$ cat config.mk
export PLATFORM = sky130hd
export DESIGN_NAME = uxd_rx_dma
export DESIGN_NICKNAME = d
export VERILOG_FILES = /design/src/uxd_pkg.sv /design/src/uxd_fifo.sv /design/src/uxd_rx_dma.sv
export SDC_FILE = /design/constraint.sdc
export NUM_CORES = 1
export LEC_CHECK = 0
export BUFFER_PORTS_ARGS = -buffer_cell sky130_fd_sc_hd__buf_2
export CORE_ASPECT_RATIO = 0.6
export CORE_MARGIN = 2
export CORE_UTILIZATION = 50
export CTS_BUF_LIST = sky130_fd_sc_hd__clkbuf_8
export DETAILED_ROUTE_END_ITERATION = 16
export PLACE_DENSITY = 0.66
export SLEW_MARGIN = 20
export SYNTH_ARGS = -nofsm -noshare
export SYNTH_HDL_FRONTEND = slang
export SYNTH_HIERARCHICAL = 1
export SYNTH_SLANG_ARGS = --single-unit
$ cat constraint.sdc
create_clock -name pclk -period 7.7 [get_ports pclk]
set_input_delay 0 -clock pclk [delete_from_list [all_inputs] [get_ports pclk]]
set_output_delay 0 -clock pclk [all_outputs]
set_load 0.005 [all_outputs]
$ cat src/uxd_pkg.sv
// shared constants for the uart receive dma termination block
package uxd_pkg;
  // apb geometry: printed offsets are word indices, byte address is index times four
  localparam int          ADDR_W        = 18;
  localparam int          IDX_W         = 16;
  localparam logic [15:0] IDX_RX_DATA   = 16'hFFA0; // uart_rx_fifo_data
  localparam logic [15:0] IDX_TX_HOLD   = 16'hFFA1; // uart_tx_hold_data
  localparam logic [15:0] IDX_CTRL      = 16'hFFE4; // rx_channel_control
  localparam logic [15:0] IDX_STATUS    = 16'hFFE5; // rx_channel_timeout_status
  localparam logic [15:0] IDX_INFO      = 16'hFFE6; // rx_channel_info

  // rx_channel_timeout_status fields
  localparam int          ST_OVERRUN    = 0;
  localparam int          ST_TIMEOUT    = 1;
  localparam int          ST_CNT_LO     = 2;
  localparam int          ST_CNT_HI     = 6;
  localparam int          ST_TEN        = 7;
  localparam logic [4:0]  TIMEOUT_RESET = 5'h00;

  // rx_channel_control fields
  localparam int          CT_IRQ_EN     = 6;
  localparam int          CT_EN         = 7;

  // rx_channel_info fields
  localparam int          IN_BCNT_LO    = 0;
  localparam int          IN_RXLVL_LO   = 8;
  localparam int          IN_DMALVL_LO  = 16;
  localparam int          IN_TXFULL     = 24;
  localparam int          IN_RXERR      = 25;

  // timing
  localparam int          CLK_HZ        = 25000000;
  localparam int          BAUD_DEFAULT  = 115200;
  localparam int          BIT_CNT_W     = 16;
  localparam int          DATA_BITS     = 8;
  localparam int          RX_DEPTH      = 32;
  localparam int          DMA_DEPTH     = 8;
endpackage : uxd_pkg

$ cat src/uxd_fifo.sv
// parameterised fifo with registered head data and registered flags
`timescale 1ns/100ps
module uxd_fifo #(
  parameter int W     = 8,
  parameter int DEPTH = 8,
  parameter int AW    = $clog2(DEPTH)
) (
  input  wire logic         pclk,      // system clock
  input  wire logic         presetn,   // async reset, active low
  input  wire logic         in_valid,  // write request
  input  wire logic [W-1:0] in_data,   // write data
  output logic              in_ready,  // room for one word
  output logic              out_valid, // head word present
  output logic [W-1:0]      out_data,  // head word
  input  wire logic         out_ready, // consumer takes head
  output logic [AW:0]       level      // words stored
);
  logic [W-1:0]  mem [DEPTH];
  logic [AW-1:0] rd_ptr;
  logic [AW-1:0] wr_ptr;
  logic [AW-1:0] next_rd_ptr;
  logic [AW:0]   next_level;
  logic          push;
  logic          pop;

  initial begin
    if (DEPTH < 2 || (1 << AW) != DEPTH) begin
      $error("fifo depth must be a power of two of at least two");
    end
  end

  // handshakes and next occupancy
  always_comb begin
    push        = in_valid & in_ready;
    pop         = out_valid & out_ready;
    next_rd_ptr = rd_ptr + AW'(pop);
    next_level  = level + (AW + 1)'(push) - (AW + 1)'(pop);
  end

  // storage, no reset needed on the array
  always_ff @(posedge pclk) begin
    if (push) begin
      mem[wr_ptr] <= in_data;
    end
  end

  // pointers and flags, flags registered so ports come from flops
  always_ff @(posedge pclk or negedge presetn) begin
    if (!presetn) begin
      rd_ptr    <= '0;
      wr_ptr    <= '0;
      level     <= '0;
      in_ready  <= 1'b0;
      out_valid <= 1'b0;
    end else begin
      rd_ptr    <= next_rd_ptr;
      wr_ptr    <= wr_ptr + AW'(push);
      level     <= next_level;
      in_ready  <= next_level != (AW + 1)'(DEPTH);
      out_valid <= next_level != '0;
    end
  end

  // head register, bypass when the new head is being written now
  always_ff @(posedge pclk or negedge presetn) begin
    if (!presetn) begin
      out_data <= '0;
    end else if (push && wr_ptr == next_rd_ptr) begin
      out_data <= in_data;
    end else begin
      out_data <= mem[next_rd_ptr];
    end
  end
endmodule : uxd_fifo

$ cat src/uxd_rx_dma.sv
// uart receive dma channel with time-out counter, completion flags and data registers
`timescale 1ns/100ps
module uxd_rx_dma #(
  parameter int BAUD      = uxd_pkg::BAUD_DEFAULT,
  parameter int RX_DEPTH  = uxd_pkg::RX_DEPTH,
  parameter int DMA_DEPTH = uxd_pkg::DMA_DEPTH
) (
  input  wire logic                       pclk,              // 25 mhz clock
  input  wire logic                       presetn,           // async reset, active low
  input  wire logic                       psel,              // apb select
  input  wire logic                       penable,           // apb access phase
  input  wire logic                       pwrite,            // apb write
  input  wire logic [uxd_pkg::ADDR_W-1:0] paddr,             // apb byte address
  input  wire logic [31:0]                pwdata,            // apb write data
  output logic      [31:0]                prdata,            // apb read data
  output logic                            pready,            // apb ready
  output logic                            pslverr,           // apb error, unmapped
  input  wire logic                       serial_input_pin,  // uart receive line
  output logic                            serial_output_pin, // uart transmit line
  input  wire logic                       sof_pulse,         // 1 ms frame tick
  output logic      [7:0]                 dma_out_data,      // byte toward ram
  output logic                            dma_out_valid,     // byte toward ram valid
  input  wire logic                       dma_out_ready,     // ram side accepts
  input  wire logic [7:0]                 dma_tx_data,       // byte from ram
  input  wire logic                       dma_tx_valid,      // byte from ram valid
  output logic                            dma_tx_ready,      // tx hold empty
  output logic                            dma_irq            // one-cycle dma interrupt
);
  localparam int CYC_BIT  = uxd_pkg::CLK_HZ / BAUD;
  localparam int CYC_HALF = CYC_BIT / 2;
  localparam int RXA      = $clog2(RX_DEPTH);
  localparam int DMAA     = $clog2(DMA_DEPTH);
  localparam logic [uxd_pkg::BIT_CNT_W-1:0] BIT_LAST  = uxd_pkg::BIT_CNT_W'(CYC_BIT - 1);
  localparam logic [uxd_pkg::BIT_CNT_W-1:0] HALF_LAST = uxd_pkg::BIT_CNT_W'(CYC_HALF - 1);
  localparam logic [3:0] DATA_LAST = 4'(uxd_pkg::DATA_BITS - 1);
  localparam logic [3:0] FRAME_LAST = 4'(uxd_pkg::DATA_BITS + 1);

  initial begin
    if (CYC_BIT < 4 || CYC_BIT >= (1 << uxd_pkg::BIT_CNT_W)) begin
      $error("baud rate out of range for the bit counter");
    end
    if (RX_DEPTH < 2 || DMA_DEPTH < 2 || RX_DEPTH > 64 || DMA_DEPTH > 128) begin
      $error("fifo depths unsupported by the info register");
    end
  end

  typedef enum logic [3:0] {
    RX_IDLE  = 4'h1,
    RX_START = 4'h2,
    RX_DATA  = 4'h4,
    RX_STOP  = 4'h8
  } uxd_rx_state_t;

  // register state
  logic                 timeout_count_enable;
  logic [4:0]           tmo_value;
  logic                 timeout_flag;
  logic                 overrun_flag;
  logic                 chan_en;
  logic                 dma_irq_enable_bit;
  logic [7:0]           byte_count;
  logic                 rx_err_seen;
  logic [4:0]           tmo_cnt;
  logic                 got_byte;

  // apb decode
  logic [uxd_pkg::IDX_W-1:0] idx;
  logic                 setup;
  logic                 acc_wr;
  logic                 acc_rd;
  logic                 hit;
  logic                 wr_status;
  logic                 wr_ctrl;

  // receiver
  logic                 rx_s1;
  logic                 rx_s2;
  uxd_rx_state_t        rx_state;
  logic [uxd_pkg::BIT_CNT_W-1:0] rx_cnt;
  logic [3:0]           rx_bit;
  logic [7:0]           rx_shift;
  logic                 rx_done;
  logic                 rx_err;

  // fifo links
  logic                 rxf_in_ready;
  logic                 rxf_out_valid;
  logic [7:0]           rxf_out_data;
  logic                 rxf_pop;
  logic [RXA:0]         rxf_level;
  logic                 dmaf_in_ready;
  logic [DMAA:0]        dmaf_level;
  logic                 dma_move;
  logic                 apb_rx_pop;

  // termination
  logic                 run;
  logic                 timeout_evt;
  logic                 overrun_evt;
  logic                 err_halt;
  logic                 next_en;

  // transmitter
  logic                 hold_full;
  logic [7:0]           hold_data;
  logic                 next_hold_full;
  logic                 tx_busy;
  logic [9:0]           tx_shift;
  logic [3:0]           tx_bit;
  logic [uxd_pkg::BIT_CNT_W-1:0] tx_cnt;
  logic                 tx_load;

  // address and phase decode; the low two address bits are ignored
  always_comb begin
    idx       = paddr[uxd_pkg::ADDR_W-1:2];
    setup     = psel & ~penable;
    acc_wr    = psel & penable & pwrite;
    acc_rd    = psel & penable & ~pwrite;
    hit       = idx == uxd_pkg::IDX_RX_DATA || idx == uxd_pkg::IDX_TX_HOLD ||
                idx == uxd_pkg::IDX_CTRL || idx == uxd_pkg::IDX_STATUS ||
                idx == uxd_pkg::IDX_INFO;
    wr_status = acc_wr && idx == uxd_pkg::IDX_STATUS;
    wr_ctrl   = acc_wr && idx == uxd_pkg::IDX_CTRL;
  end

  // read data and error captured in setup, so the access phase needs no wait
  always_ff @(posedge pclk or negedge presetn) begin
    if (!presetn) begin
      prdata  <= 32'h0000_0000;
      pslverr <= 1'b0;
      pready  <= 1'b0;
    end else begin
      pready <= 1'b1;
      if (setup) begin
        pslverr <= ~hit;
        prdata  <= 32'h0000_0000;
        unique case (1'b1)
          idx == uxd_pkg::IDX_RX_DATA: begin
            prdata[7:0] <= rxf_out_valid ? rxf_out_data : 8'h00;
          end
          idx == uxd_pkg::IDX_STATUS: begin
            prdata[uxd_pkg::ST_TEN]                       <= timeout_count_enable;
            prdata[uxd_pkg::ST_CNT_HI:uxd_pkg::ST_CNT_LO] <= tmo_value;
            prdata[uxd_pkg::ST_TIMEOUT]                   <= timeout_flag;
            prdata[uxd_pkg::ST_OVERRUN]                   <= overrun_flag;
          end
          idx == uxd_pkg::IDX_CTRL: begin
            prdata[uxd_pkg::CT_EN]     <= chan_en;
            prdata[uxd_pkg::CT_IRQ_EN] <= dma_irq_enable_bit;
          end
          idx == uxd_pkg::IDX_INFO: begin
            prdata[uxd_pkg::IN_BCNT_LO +: 8]         <= byte_count;
            prdata[uxd_pkg::IN_RXLVL_LO +: RXA + 1]  <= rxf_level;
            prdata[uxd_pkg::IN_DMALVL_LO +: DMAA + 1] <= dmaf_level;
            prdata[uxd_pkg::IN_TXFULL]               <= hold_full;
            prdata[uxd_pkg::IN_RXERR]                <= rx_err_seen;
          end
          default: begin
            prdata <= 32'h0000_0000;
          end
        endcase
      end
    end
  end

  // input line synchroniser, second stage is the only reader of the first
  always_ff @(posedge pclk or negedge presetn) begin
    if (!presetn) begin
      rx_s1 <= 1'b1;
      rx_s2 <= 1'b1;
    end else begin
      rx_s1 <= serial_input_pin;
      rx_s2 <= rx_s1;
    end
  end

  // 8n1 receiver, samples mid-bit; a low stop bit is a framing error
  always_ff @(posedge pclk or negedge presetn) begin
    if (!presetn) begin
      rx_state <= RX_IDLE;
      rx_cnt   <= '0;
      rx_bit   <= 4'h0;
      rx_shift <= 8'h00;
      rx_done  <= 1'b0;
      rx_err   <= 1'b0;
    end else begin
      rx_done <= 1'b0;
      rx_err  <= 1'b0;
      unique case (rx_state)
        RX_IDLE: begin
          rx_cnt <= '0;
          if (!rx_s2) begin
            rx_state <= RX_START;
          end
        end
        RX_START: begin
          rx_cnt <= rx_cnt + 1'b1;
          if (rx_cnt == HALF_LAST) begin
            rx_cnt   <= '0;
            rx_bit   <= 4'h0;
            rx_state <= rx_s2 ? RX_IDLE : RX_DATA; // glitch rejects
          end
        end
        RX_DATA: begin
          rx_cnt <= rx_cnt + 1'b1;
          if (rx_cnt == BIT_LAST) begin
            rx_cnt   <= '0;
            rx_shift <= {rx_s2, rx_shift[7:1]};
            rx_bit   <= rx_bit + 1'b1;
            if (rx_bit == DATA_LAST) begin
              rx_state <= RX_STOP;
            end
          end
        end
        RX_STOP: begin
          rx_cnt <= rx_cnt + 1'b1;
          if (rx_cnt == BIT_LAST) begin
            rx_done  <= rx_s2;
            rx_err   <= ~rx_s2;
            rx_state <= RX_IDLE;
          end
        end
        default: begin
          rx_state <= RX_IDLE;
        end
      endcase
    end
  end

  // dma path: rx fifo head to the ram-side buffer while the channel runs
  always_comb begin
    dma_move   = chan_en & rxf_out_valid & dmaf_in_ready;
    apb_rx_pop = acc_rd && idx == uxd_pkg::IDX_RX_DATA && !chan_en &&
                 rxf_out_valid;
    rxf_pop    = dma_move | apb_rx_pop;
  end

  uxd_fifo #(.W(8), .DEPTH(RX_DEPTH)) u_rx_fifo (
    .pclk      (pclk),
    .presetn   (presetn),
    .in_valid  (rx_done),
    .in_data   (rx_shift),
    .in_ready  (rxf_in_ready),
    .out_valid (rxf_out_valid),
    .out_data  (rxf_out_data),
    .out_ready (rxf_pop),
    .level     (rxf_level)
  );

  uxd_fifo #(.W(8), .DEPTH(DMA_DEPTH)) u_dma_fifo (
    .pclk      (pclk),
    .presetn   (presetn),
    .in_valid  (dma_move),
    .in_data   (rxf_out_data),
    .in_ready  (dmaf_in_ready),
    .out_valid (dma_out_valid),
    .out_data  (dma_out_data),
    .out_ready (dma_out_ready),
    .level     (dmaf_level)
  );

  // termination causes and next channel enable
  always_comb begin
    run         = timeout_count_enable & chan_en & got_byte;
    timeout_evt = run && tmo_cnt == 5'h00 && !dma_move;
    overrun_evt = chan_en & rx_done & ~rxf_in_ready & ~dmaf_in_ready;
    err_halt    = chan_en & rx_err;
    next_en     = chan_en;
    if (wr_ctrl) begin
      next_en = pwdata[uxd_pkg::CT_EN];
    end else if (err_halt) begin
      next_en = 1'b0;
    end else if ((timeout_evt || overrun_evt) && dma_irq_enable_bit) begin
      next_en = 1'b0;
    end
  end

  // channel control and the interrupt on a falling enable, none when a framing error halts it
  always_ff @(posedge pclk or negedge presetn) begin
    if (!presetn) begin
      chan_en            <= 1'b0;
      dma_irq_enable_bit <= 1'b0;
      dma_irq            <= 1'b0;
    end else begin
      chan_en <= next_en;
      if (wr_ctrl) begin
        dma_irq_enable_bit <= pwdata[uxd_pkg::CT_IRQ_EN];
      end
      dma_irq <= chan_en & ~next_en & dma_irq_enable_bit & ~err_halt;
    end
  end

  // time-out field and enable, plain read/write
  always_ff @(posedge pclk or negedge presetn) begin
    if (!presetn) begin
      timeout_count_enable       <= 1'b0;
      tmo_value <= uxd_pkg::TIMEOUT_RESET;
    end else if (wr_status) begin
      timeout_count_enable       <= pwdata[uxd_pkg::ST_TEN];
      tmo_value <= pwdata[uxd_pkg::ST_CNT_HI:uxd_pkg::ST_CNT_LO];
    end
  end

  // completion flags: hardware set beats a simultaneous write-one clear
  always_ff @(posedge pclk or negedge presetn) begin
    if (!presetn) begin
      timeout_flag <= 1'b0;
      overrun_flag <= 1'b0;
    end else begin
      timeout_flag <= timeout_evt | overrun_evt |
                      (timeout_flag & ~(wr_status & pwdata[uxd_pkg::ST_TIMEOUT]));
      overrun_flag <= overrun_evt |
                      (overrun_flag & ~(wr_status & pwdata[uxd_pkg::ST_OVERRUN]));
    end
  end

  // down counter: reload per byte, step per frame tick, stop after halt
  always_ff @(posedge pclk or negedge presetn) begin
    if (!presetn) begin
      tmo_cnt  <= 5'h00;
      got_byte <= 1'b0;
    end else if (timeout_evt || overrun_evt || err_halt || !chan_en) begin
      got_byte <= 1'b0;
    end else if (dma_move) begin
      tmo_cnt  <= tmo_value;
      got_byte <= 1'b1;
    end else if (run && sof_pulse) begin
      tmo_cnt  <= tmo_cnt - 5'h01;
    end
  end

  // bytes moved since the channel was started; frozen while halted
  always_ff @(posedge pclk or negedge presetn) begin
    if (!presetn) begin
      byte_count  <= 8'h00;
      rx_err_seen <= 1'b0;
    end else begin
      if (!chan_en && next_en) begin
        byte_count <= 8'h00;
      end else if (dma_move) begin
        byte_count <= byte_count + 8'h01;
      end
      if (!chan_en && next_en) begin
        rx_err_seen <= 1'b0;
      end else if (rx_err) begin
        rx_err_seen <= 1'b1;
      end
    end
  end

  // tx hold: a processor write wins over the dma in the same cycle
  always_comb begin
    tx_load        = ~tx_busy & hold_full;
    next_hold_full = hold_full & ~tx_load;
    if (acc_wr && idx == uxd_pkg::IDX_TX_HOLD && !next_hold_full) begin
      next_hold_full = 1'b1;
    end else if (dma_tx_valid && dma_tx_ready && !next_hold_full) begin
      next_hold_full = 1'b1;
    end
  end

  // hold register and its ready, one word behind the shifter
  always_ff @(posedge pclk or negedge presetn) begin
    if (!presetn) begin
      hold_full    <= 1'b0;
      hold_data    <= 8'h00;
      dma_tx_ready <= 1'b0;
    end else begin
      hold_full    <= next_hold_full;
      dma_tx_ready <= ~next_hold_full;
      if (acc_wr && idx == uxd_pkg::IDX_TX_HOLD && (!hold_full || tx_load)) begin
        hold_data <= pwdata[7:0];
      end else if (dma_tx_valid && dma_tx_ready && (!hold_full || tx_load)) begin
        hold_data <= dma_tx_data;
      end
    end
  end

  // 8n1 shifter, line idles high
  always_ff @(posedge pclk or negedge presetn) begin
    if (!presetn) begin
      tx_busy           <= 1'b0;
      tx_shift          <= 10'h3FF;
      tx_bit            <= 4'h0;
      tx_cnt            <= '0;
      serial_output_pin <= 1'b1;
    end else if (tx_load) begin
      tx_busy           <= 1'b1;
      tx_shift          <= {1'b1, hold_data, 1'b0};
      tx_bit            <= 4'h0;
      tx_cnt            <= '0;
    end else if (tx_busy) begin
      serial_output_pin <= tx_shift[0];
      tx_cnt            <= tx_cnt + 1'b1;
      if (tx_cnt == BIT_LAST) begin
        tx_cnt   <= '0;
        tx_shift <= {1'b1, tx_shift[9:1]};
        tx_bit   <= tx_bit + 1'b1;
        tx_busy  <= tx_bit != FRAME_LAST;
      end
    end else begin
      serial_output_pin <= 1'b1;
    end
  end
endmodule : uxd_rx_dma

After elaboration in Yosys (flattened, before gate mapping)
Memory sizes are Yosys's and may differ from the RTL's. A register that Yosys moved wholly into a read port is not among the register bits.
Index checks and enable logic that the tools add are counted.
{"block": "word_totals", "regBits": 156, "latch_bits": 0, "ramBits": 320, "mem_bits_ro": 0, "inputBits": 67, "memories": 2}
{"memory": "u_rx_fifo.mem", "words": 32, "width": 8, "read_ports": 1, "rd_ports_with_merged_regs": 1, "wr": 1, "line": "uxd_fifo.sv:18", "rtl": "logic [W-1:0] mem [DEPTH];"}
{"memory": "u_dma_fifo.mem", "words": 8, "width": 8, "read_ports": 1, "rd_ports_with_merged_regs": 1, "wr": 1, "line": "uxd_fifo.sv:18"}
{"block": "classes", "add_sub_neg": 14, "multipliers": 0, "n_div": 0, "n_lt_le_gt_ge": 0, "n_eq_ne": 21, "shift": 0, "n_mux": 55, "bitwise": 43, "n_reduce_logical": 47}
{"operator": "$eq 16x16->1 const B", "count": 5}
{"operator": "$mux 16", "count": 5}
{"operator": "$pmux 16 s4", "count": 1}
{"operator": "$mux 4", "count": 11}
{"operator": "$mux 8", "count": 5}
{"operator": "$add 16x1->16 const B", "count": 2}
{"operator": "$eq 16x8->1 const B", "count": 2}
{"operator": "$mux 10", "count": 3}
{"operator": "$and 1x1->1", "count": 25}
{"operator": "$mux 1", "count": 21}
{"operator": "$pmux 6 s3", "count": 1}
{"operator": "$eq 16x7->1 const B", "count": 1}
{"operator": "$logic_and 1x1->1", "count": 16}
{"operator": "$pmux 4 s4", "count": 1}
{"operator": "$reduce_bool 2->1", "count": 8}
{"operator": "$not 1->1", "count": 14}
{"operator": "$add 5x1->5", "count": 2}
{"operator": "$mux 5", "count": 2}
{"operator": "$ne 2x2->1 const B", "count": 5}
{"operator": "$add 4x1->4 const B", "count": 2}
{"operator": "$add 8x1->8 const B", "count": 1}
{"operator": "$eq 4x3->1 const B", "count": 2}
{"operator": "$logic_or 1x1->1", "count": 8}
{"operator": "$ne 4x4->1 const B", "count": 2}
{"operator": "23 further kinds", "count": 35}

Logic depth before layout (Yosys ltp)
{"block": "logic_depth", "ltp_word": 13, "mapped_depth": 17, "ltp_nobuf": 14}

Cells and area by module
The synthesis kept the hierarchy.
{"mod": "uxd_fifo (u_rx_fifo)", "n_inst": 1, "cells_per_inst": 682, "area_each_um2": 11318.4}
{"mod": "uxd_rx_dma", "n_inst": 1, "cells_per_inst": 678, "area_each_um2": 6585.1}
{"mod": "uxd_fifo (u_dma_fifo)", "n_inst": 1, "cells_per_inst": 190, "area_each_um2": 3400.8}

Worst setup path before layout
OpenSTA, ideal clock, no wires.
{"block": "synth_path", "kind": "input port to flip-flop", "startpoint": "input paddr[3] (netlist bit)", "endpoint": "register u_rx_fifo.out_data[1] (read register of u_rx_fifo.mem)", "setup_time_ps": 142, "t_arrival_ps": 3166, "path_slack_ps": 4393, "path_stages": 15, "path_cell_list": "clkbuf_1 nor3_1 and3b_1 nand2_1 o41ai_1 and3_1 ha_1 xnor2_2 inv_2 buf_2 mux4_2 nand2_1 a21oi_1 a2111oi_0 a21oi_1"}
{"block": "synth_via", "elab_chain_cells": 7}
{"element": "start: declaration", "line": "uxd_rx_dma.sv:13", "rtl": "input wire logic [uxd_pkg::ADDR_W-1:0] paddr,"}
{"element": "$eq 16x16->1", "line": "uxd_rx_dma.sv:233", "rtl": "apb_rx_pop = acc_rd && idx == uxd_pkg::IDX_RX_DATA && !chan_en &&"}
{"element": "$logic_and 1x1->1 (3 in a row)", "line": "uxd_rx_dma.sv:233"}
{"element": "$or 1x1->1", "line": "uxd_rx_dma.sv:235", "rtl": "rxf_pop = dma_move | apb_rx_pop;"}
{"element": "via rxf_pop", "line": "uxd_rx_dma.sv:89", "rtl": "logic rxf_pop;"}
{"element": "$and 1x1->1", "line": "uxd_fifo.sv:35", "rtl": "pop = out_valid & out_ready;"}
{"element": "$add 5x1->5", "line": "uxd_fifo.sv:36", "rtl": "next_rd_ptr = rd_ptr + AW'(pop);"}
{"element": "end: declaration", "line": "uxd_fifo.sv:14", "rtl": "output logic [W-1:0] out_data,"}
The timed path passes the listed nets, and every way through them passes these cells.
A chain may end at the register's enable or synchronous reset.

Worst setup path in the final report
{"block": "layout_path", "startpoint": "input paddr[13] (netlist bit)", "endpoint": "register u_rx_fifo.out_data[4] (read register of u_rx_fifo.mem)"}
The elaborated chain is that of the path after synthesis.

==> impl_results.md <==
* Top post-synthesis cells by area: edfxtp_1 45%, dfrtp_1 19%, nand2_1 3.5%
* Crit path arrival time at approximately 6 ns
* Total leakage power at about 8.4 nW
* Drt pass-1 iters at 5
* Clk Tree Root Cell: clkbuf_8
* GR Util All Layers at between 20 and 25%
* Asr flop ratio synth at a little over a third
* CP Launch Type: primary input
* WL final at between 50 and 60 mm
* Crit-path max FO at 37
* IO Port Bufs at 74
* CP most frequent cell: buf_4
* Post-DR wirelength/cell at ~22 microns
* Final worst slack at 2.178 ns
* Slew headroom at approximately 29%
* Final TNS setup at 0 ns
* Distinct cells, synth at 90
* Fill count at 3381
* CTS sink cnt at 491
* Skew-Pair Late Insertion Delay at roughly 0.63 ns
* Crit-path cells: dlygate4sd3_1 > buf_2 > nand4_1 > dlygate4sd3_1 > nor3_1 > nand2_1 > o41ai_1 > buf_4 > and3_1 > ha_1 > xnor2_2 > buf_4 > inv_2 > buf_4 > mux4_2 > nand2_1 > a21oi_1 > a2111oi_0 > a21oi_1
* Sequential-to-total area share from yosys stat at about two thirds
* EDFF count, synth at 320
* Tcrit/Tclk final at between 70% and 80%
* H-tree levels at 3
* Pre-CTS WS at between 2 and 3 ns
* Final Core Density at a little under three fifths
* Post-Synthesis Cell Area at between 20000 and 25000 sq um
* Post-route ant nets at 0
* Worst Setup Path Type: primary input to register
* Syn avg cell area at 13.74 sq um
* Endpoints failing hold at 0
* Vias per cell at between 5 and 6
* Initial drt markers at about 1400
* Top cell type's share of synthesized area at between 40% and 50%
* First-pass GRT wire length at slightly below 80 mm
* Die height at around 160 microns
* Initial antenna violation count at 0
* Worst hold margin at about 0.026 ns
* HP Class: primary input to async pin
* CTS resizes at 0
* Least-Margin Pin Slew at approximately 1.1 ns
* Largest net degree at the start of global routing at 105
* Share of post-route cells with drive strength above 1 at between 10% and 20%
* Synthesized flop and latch total at about 500
* Slew Viols, Final at 0
* Met3 WL at approximately 4.4 mm
* Final nets at 1784
* CTS Hold Bufs at 40
* Peak VDD IR at ~270 uV
* CTS tree: yes
* Vias at 13620
* Most common cell after layout, fill and taps aside: edfxtp_1
* Grt total ovfl at 0
* Top layer in use: met4
* Ys flop type: edfxtp_1
* # IOs at between 100 and 150
* Starting density of the core at 50.79%
* Max-cap violation count at 0
* Area of the multi-input gates at between 6000 and 7000 sq um
* Die width at 270.5 microns
* Detail Placement HPWL at between 30 and 40 mm
* CP Data Required Time at 8.16 ns
* Die area at 44330 sq um
* RSZ-0062 raised after global routing: false
* Core area at between 40000 and 50000 sq um
* Final Power at 0.005553 W
* Warnings from Yosys at 6
* Power per Cell Area at 232.4 nW/um^2
* # DRC at 0
* Clock transition at path regs at about 0.070 ns
* CTS buffer count at just over 70
* Number of global-route vias before repair at 12920
* Max clock buf depth at 3
* Post-Route M1 WL at approximately 24 mm
* Cell taking the most area after synthesis: edfxtp_1
* Slowest stage delay, CP at between 0.6 and 0.7 ns
* Critical path capture point type: register
* GPL Wtd Cong at approximately 0.84
* Antenna cells at 0
* Cells after synthesis at 1550
* Met2 WL at ~21 mm
* Slowest-stage cell, CP: dlygate4sd3_1
* Setup-failing EPs final at 0
* Peak Freq at approximately 180 MHz
* Setup Buffers After CTS at 0
* Tmin final at approximately 5.5 ns
* FF/Latch Area at roughly 14000 sq um
* Row count at between 50 and 60
* Run status: finished, final reports clean
* Most frequent cells in the layout: 320 x edfxtp_1, 196 x nand2_1, 157 x dfrtp_1
* Synthesis-to-finish area growth at 12.13%
* Worst clock skew at 0.02198 ns
-- sequential cells by signal, summed over array words and instances, names as in the netlist, 3 cells and up --
name,count
byte_count,8
hold_data,8
prdata,20
rx_bit,4
rx_cnt,16
rx_shift,8
rx_state,4
tmo_cnt,5
tmo_value,5
tx_bit,4
tx_cnt,16
tx_shift,9
u_dma_fifo/level,4
u_dma_fifo/mem,64
u_dma_fifo/out_data,8
u_dma_fifo/rd_ptr,3
u_dma_fifo/wr_ptr,3
u_rx_fifo/level,6
u_rx_fifo/mem,256
u_rx_fifo/out_data,8
u_rx_fifo/rd_ptr,5
u_rx_fifo/wr_ptr,5
-- synthesized netlist by cell type, types with 9 or more instances --
| master | count |
|---|---|
| edfxtp_1 | 320 |
| nand2_1 | 196 |
| dfrtp_1 | 158 |
| nor2_1 | 103 |
| a21oi_1 | 61 |
| nand3_1 | 52 |
| o21ai_0 | 44 |
| clkbuf_1 | 38 |
| mux2i_1 | 36 |
| inv_1 | 34 |
| mux4_2 | 31 |
| ha_1 | 24 |
| nor3_1 | 24 |
| mux4_1 | 21 |
| a31oi_1 | 20 |
| o31ai_1 | 19 |
| buf_2 | 18 |
| buf_4 | 18 |
| nand4_1 | 18 |
| and3_1 | 17 |
| mux2_2 | 17 |
| xnor2_1 | 16 |
| xor2_1 | 15 |
| dfstp_2 | 13 |
| nor2b_1 | 13 |
| o22ai_1 | 13 |
| a211oi_1 | 12 |
| a32o_1 | 12 |
| a22oi_1 | 11 |
| nand2b_1 | 11 |
| o221ai_1 | 11 |
| o21ai_1 | 9 |
| or3_1 | 9 |
-- final cells by class --
type | instances | share of cell area [%]
flip-flops and latches | 491 | 58.21
repair buffers | 137 | 3.986
clock inverters | 54 | 1.095
inverters | 37 | 0.5814
well taps | 570 | 2.985
multi-input cells | 952 | 28.71
clock buffers | 77 | 4.436
-- logic make-up (layout without fill, tap and decap cells) --
group	after synthesis	after routing	share of synthesized area [%]
buffers and inverters	118	305	2.801
and+or+nand+nor	502	502	11.46
DFF	491	491	65.27
muxes	111	111	8.774
AOI/OAI and AO/OA	264	264	8.281
xor gates and xnor gates	36	36	1.780
other	2	13	0.03525
adders and majority gates	26	26	1.597
-- where the power goes --
group	leakage (nW)	internal, W	switching, W
clock network	0.793	0.000963	0.00101
logic	3.28	0.000275	0.000364
registers	4.34	0.00287	0.0000742
total	8.42	0.00411	0.00144
-- routing by layer --
layer / vias to the layer above / GRT usage, %
li1: 6151 / -
met4: 0 / 6.102
met5: - / 0
met3: 65 / 5.789
met1: 6906 / 36.31
met2: 500 / 31.04
-- stage by stage --
step | instance area, sq um | std cells
final | 23890 | 2318
after global routing | 23890 | 2318
after detailed placement | 22160 | 2147
after CTS | 23880 | 2318
after global placement | 22160 | 2147
after floorplan | 21350 | 1561
-- path summary, 6_finish.rpt --
| check | cells past startpoint | from | slack (ns) | end |
|---|---|---|---|---|
| max in group asynchronous | 3 | presetn | 6.14 | rx_shift[2] |
| worst max register to register | 14 | u_rx_fifo/out_valid | 2.63 | u_rx_fifo/out_data[4] |
| worst min register to register | 0 | rx_s1 | 0.37 | rx_s2 |
| min in group pclk | 5 | sof_pulse | 0.05 | tmo_cnt[3] |
| worst min-delay path | 2 | presetn | 0.03 | u_dma_fifo/out_data[0] |
| worst max-delay path | 19 | paddr[13] | 2.18 | u_rx_fifo/out_data[4] |
-- critical path, delay by kind of cell --
family | cells | cell delay [ns]
buffers and inverters | 7 | 2.90
muxes | 1 | 0.38
adders and majority gates | 1 | 0.28
AOI/OAI and AO/OA | 4 | 1.27
and+or+nand+nor | 5 | 1.03
xor gates and xnor gates | 1 | 0.07
(Power assumes the default switching activity.)
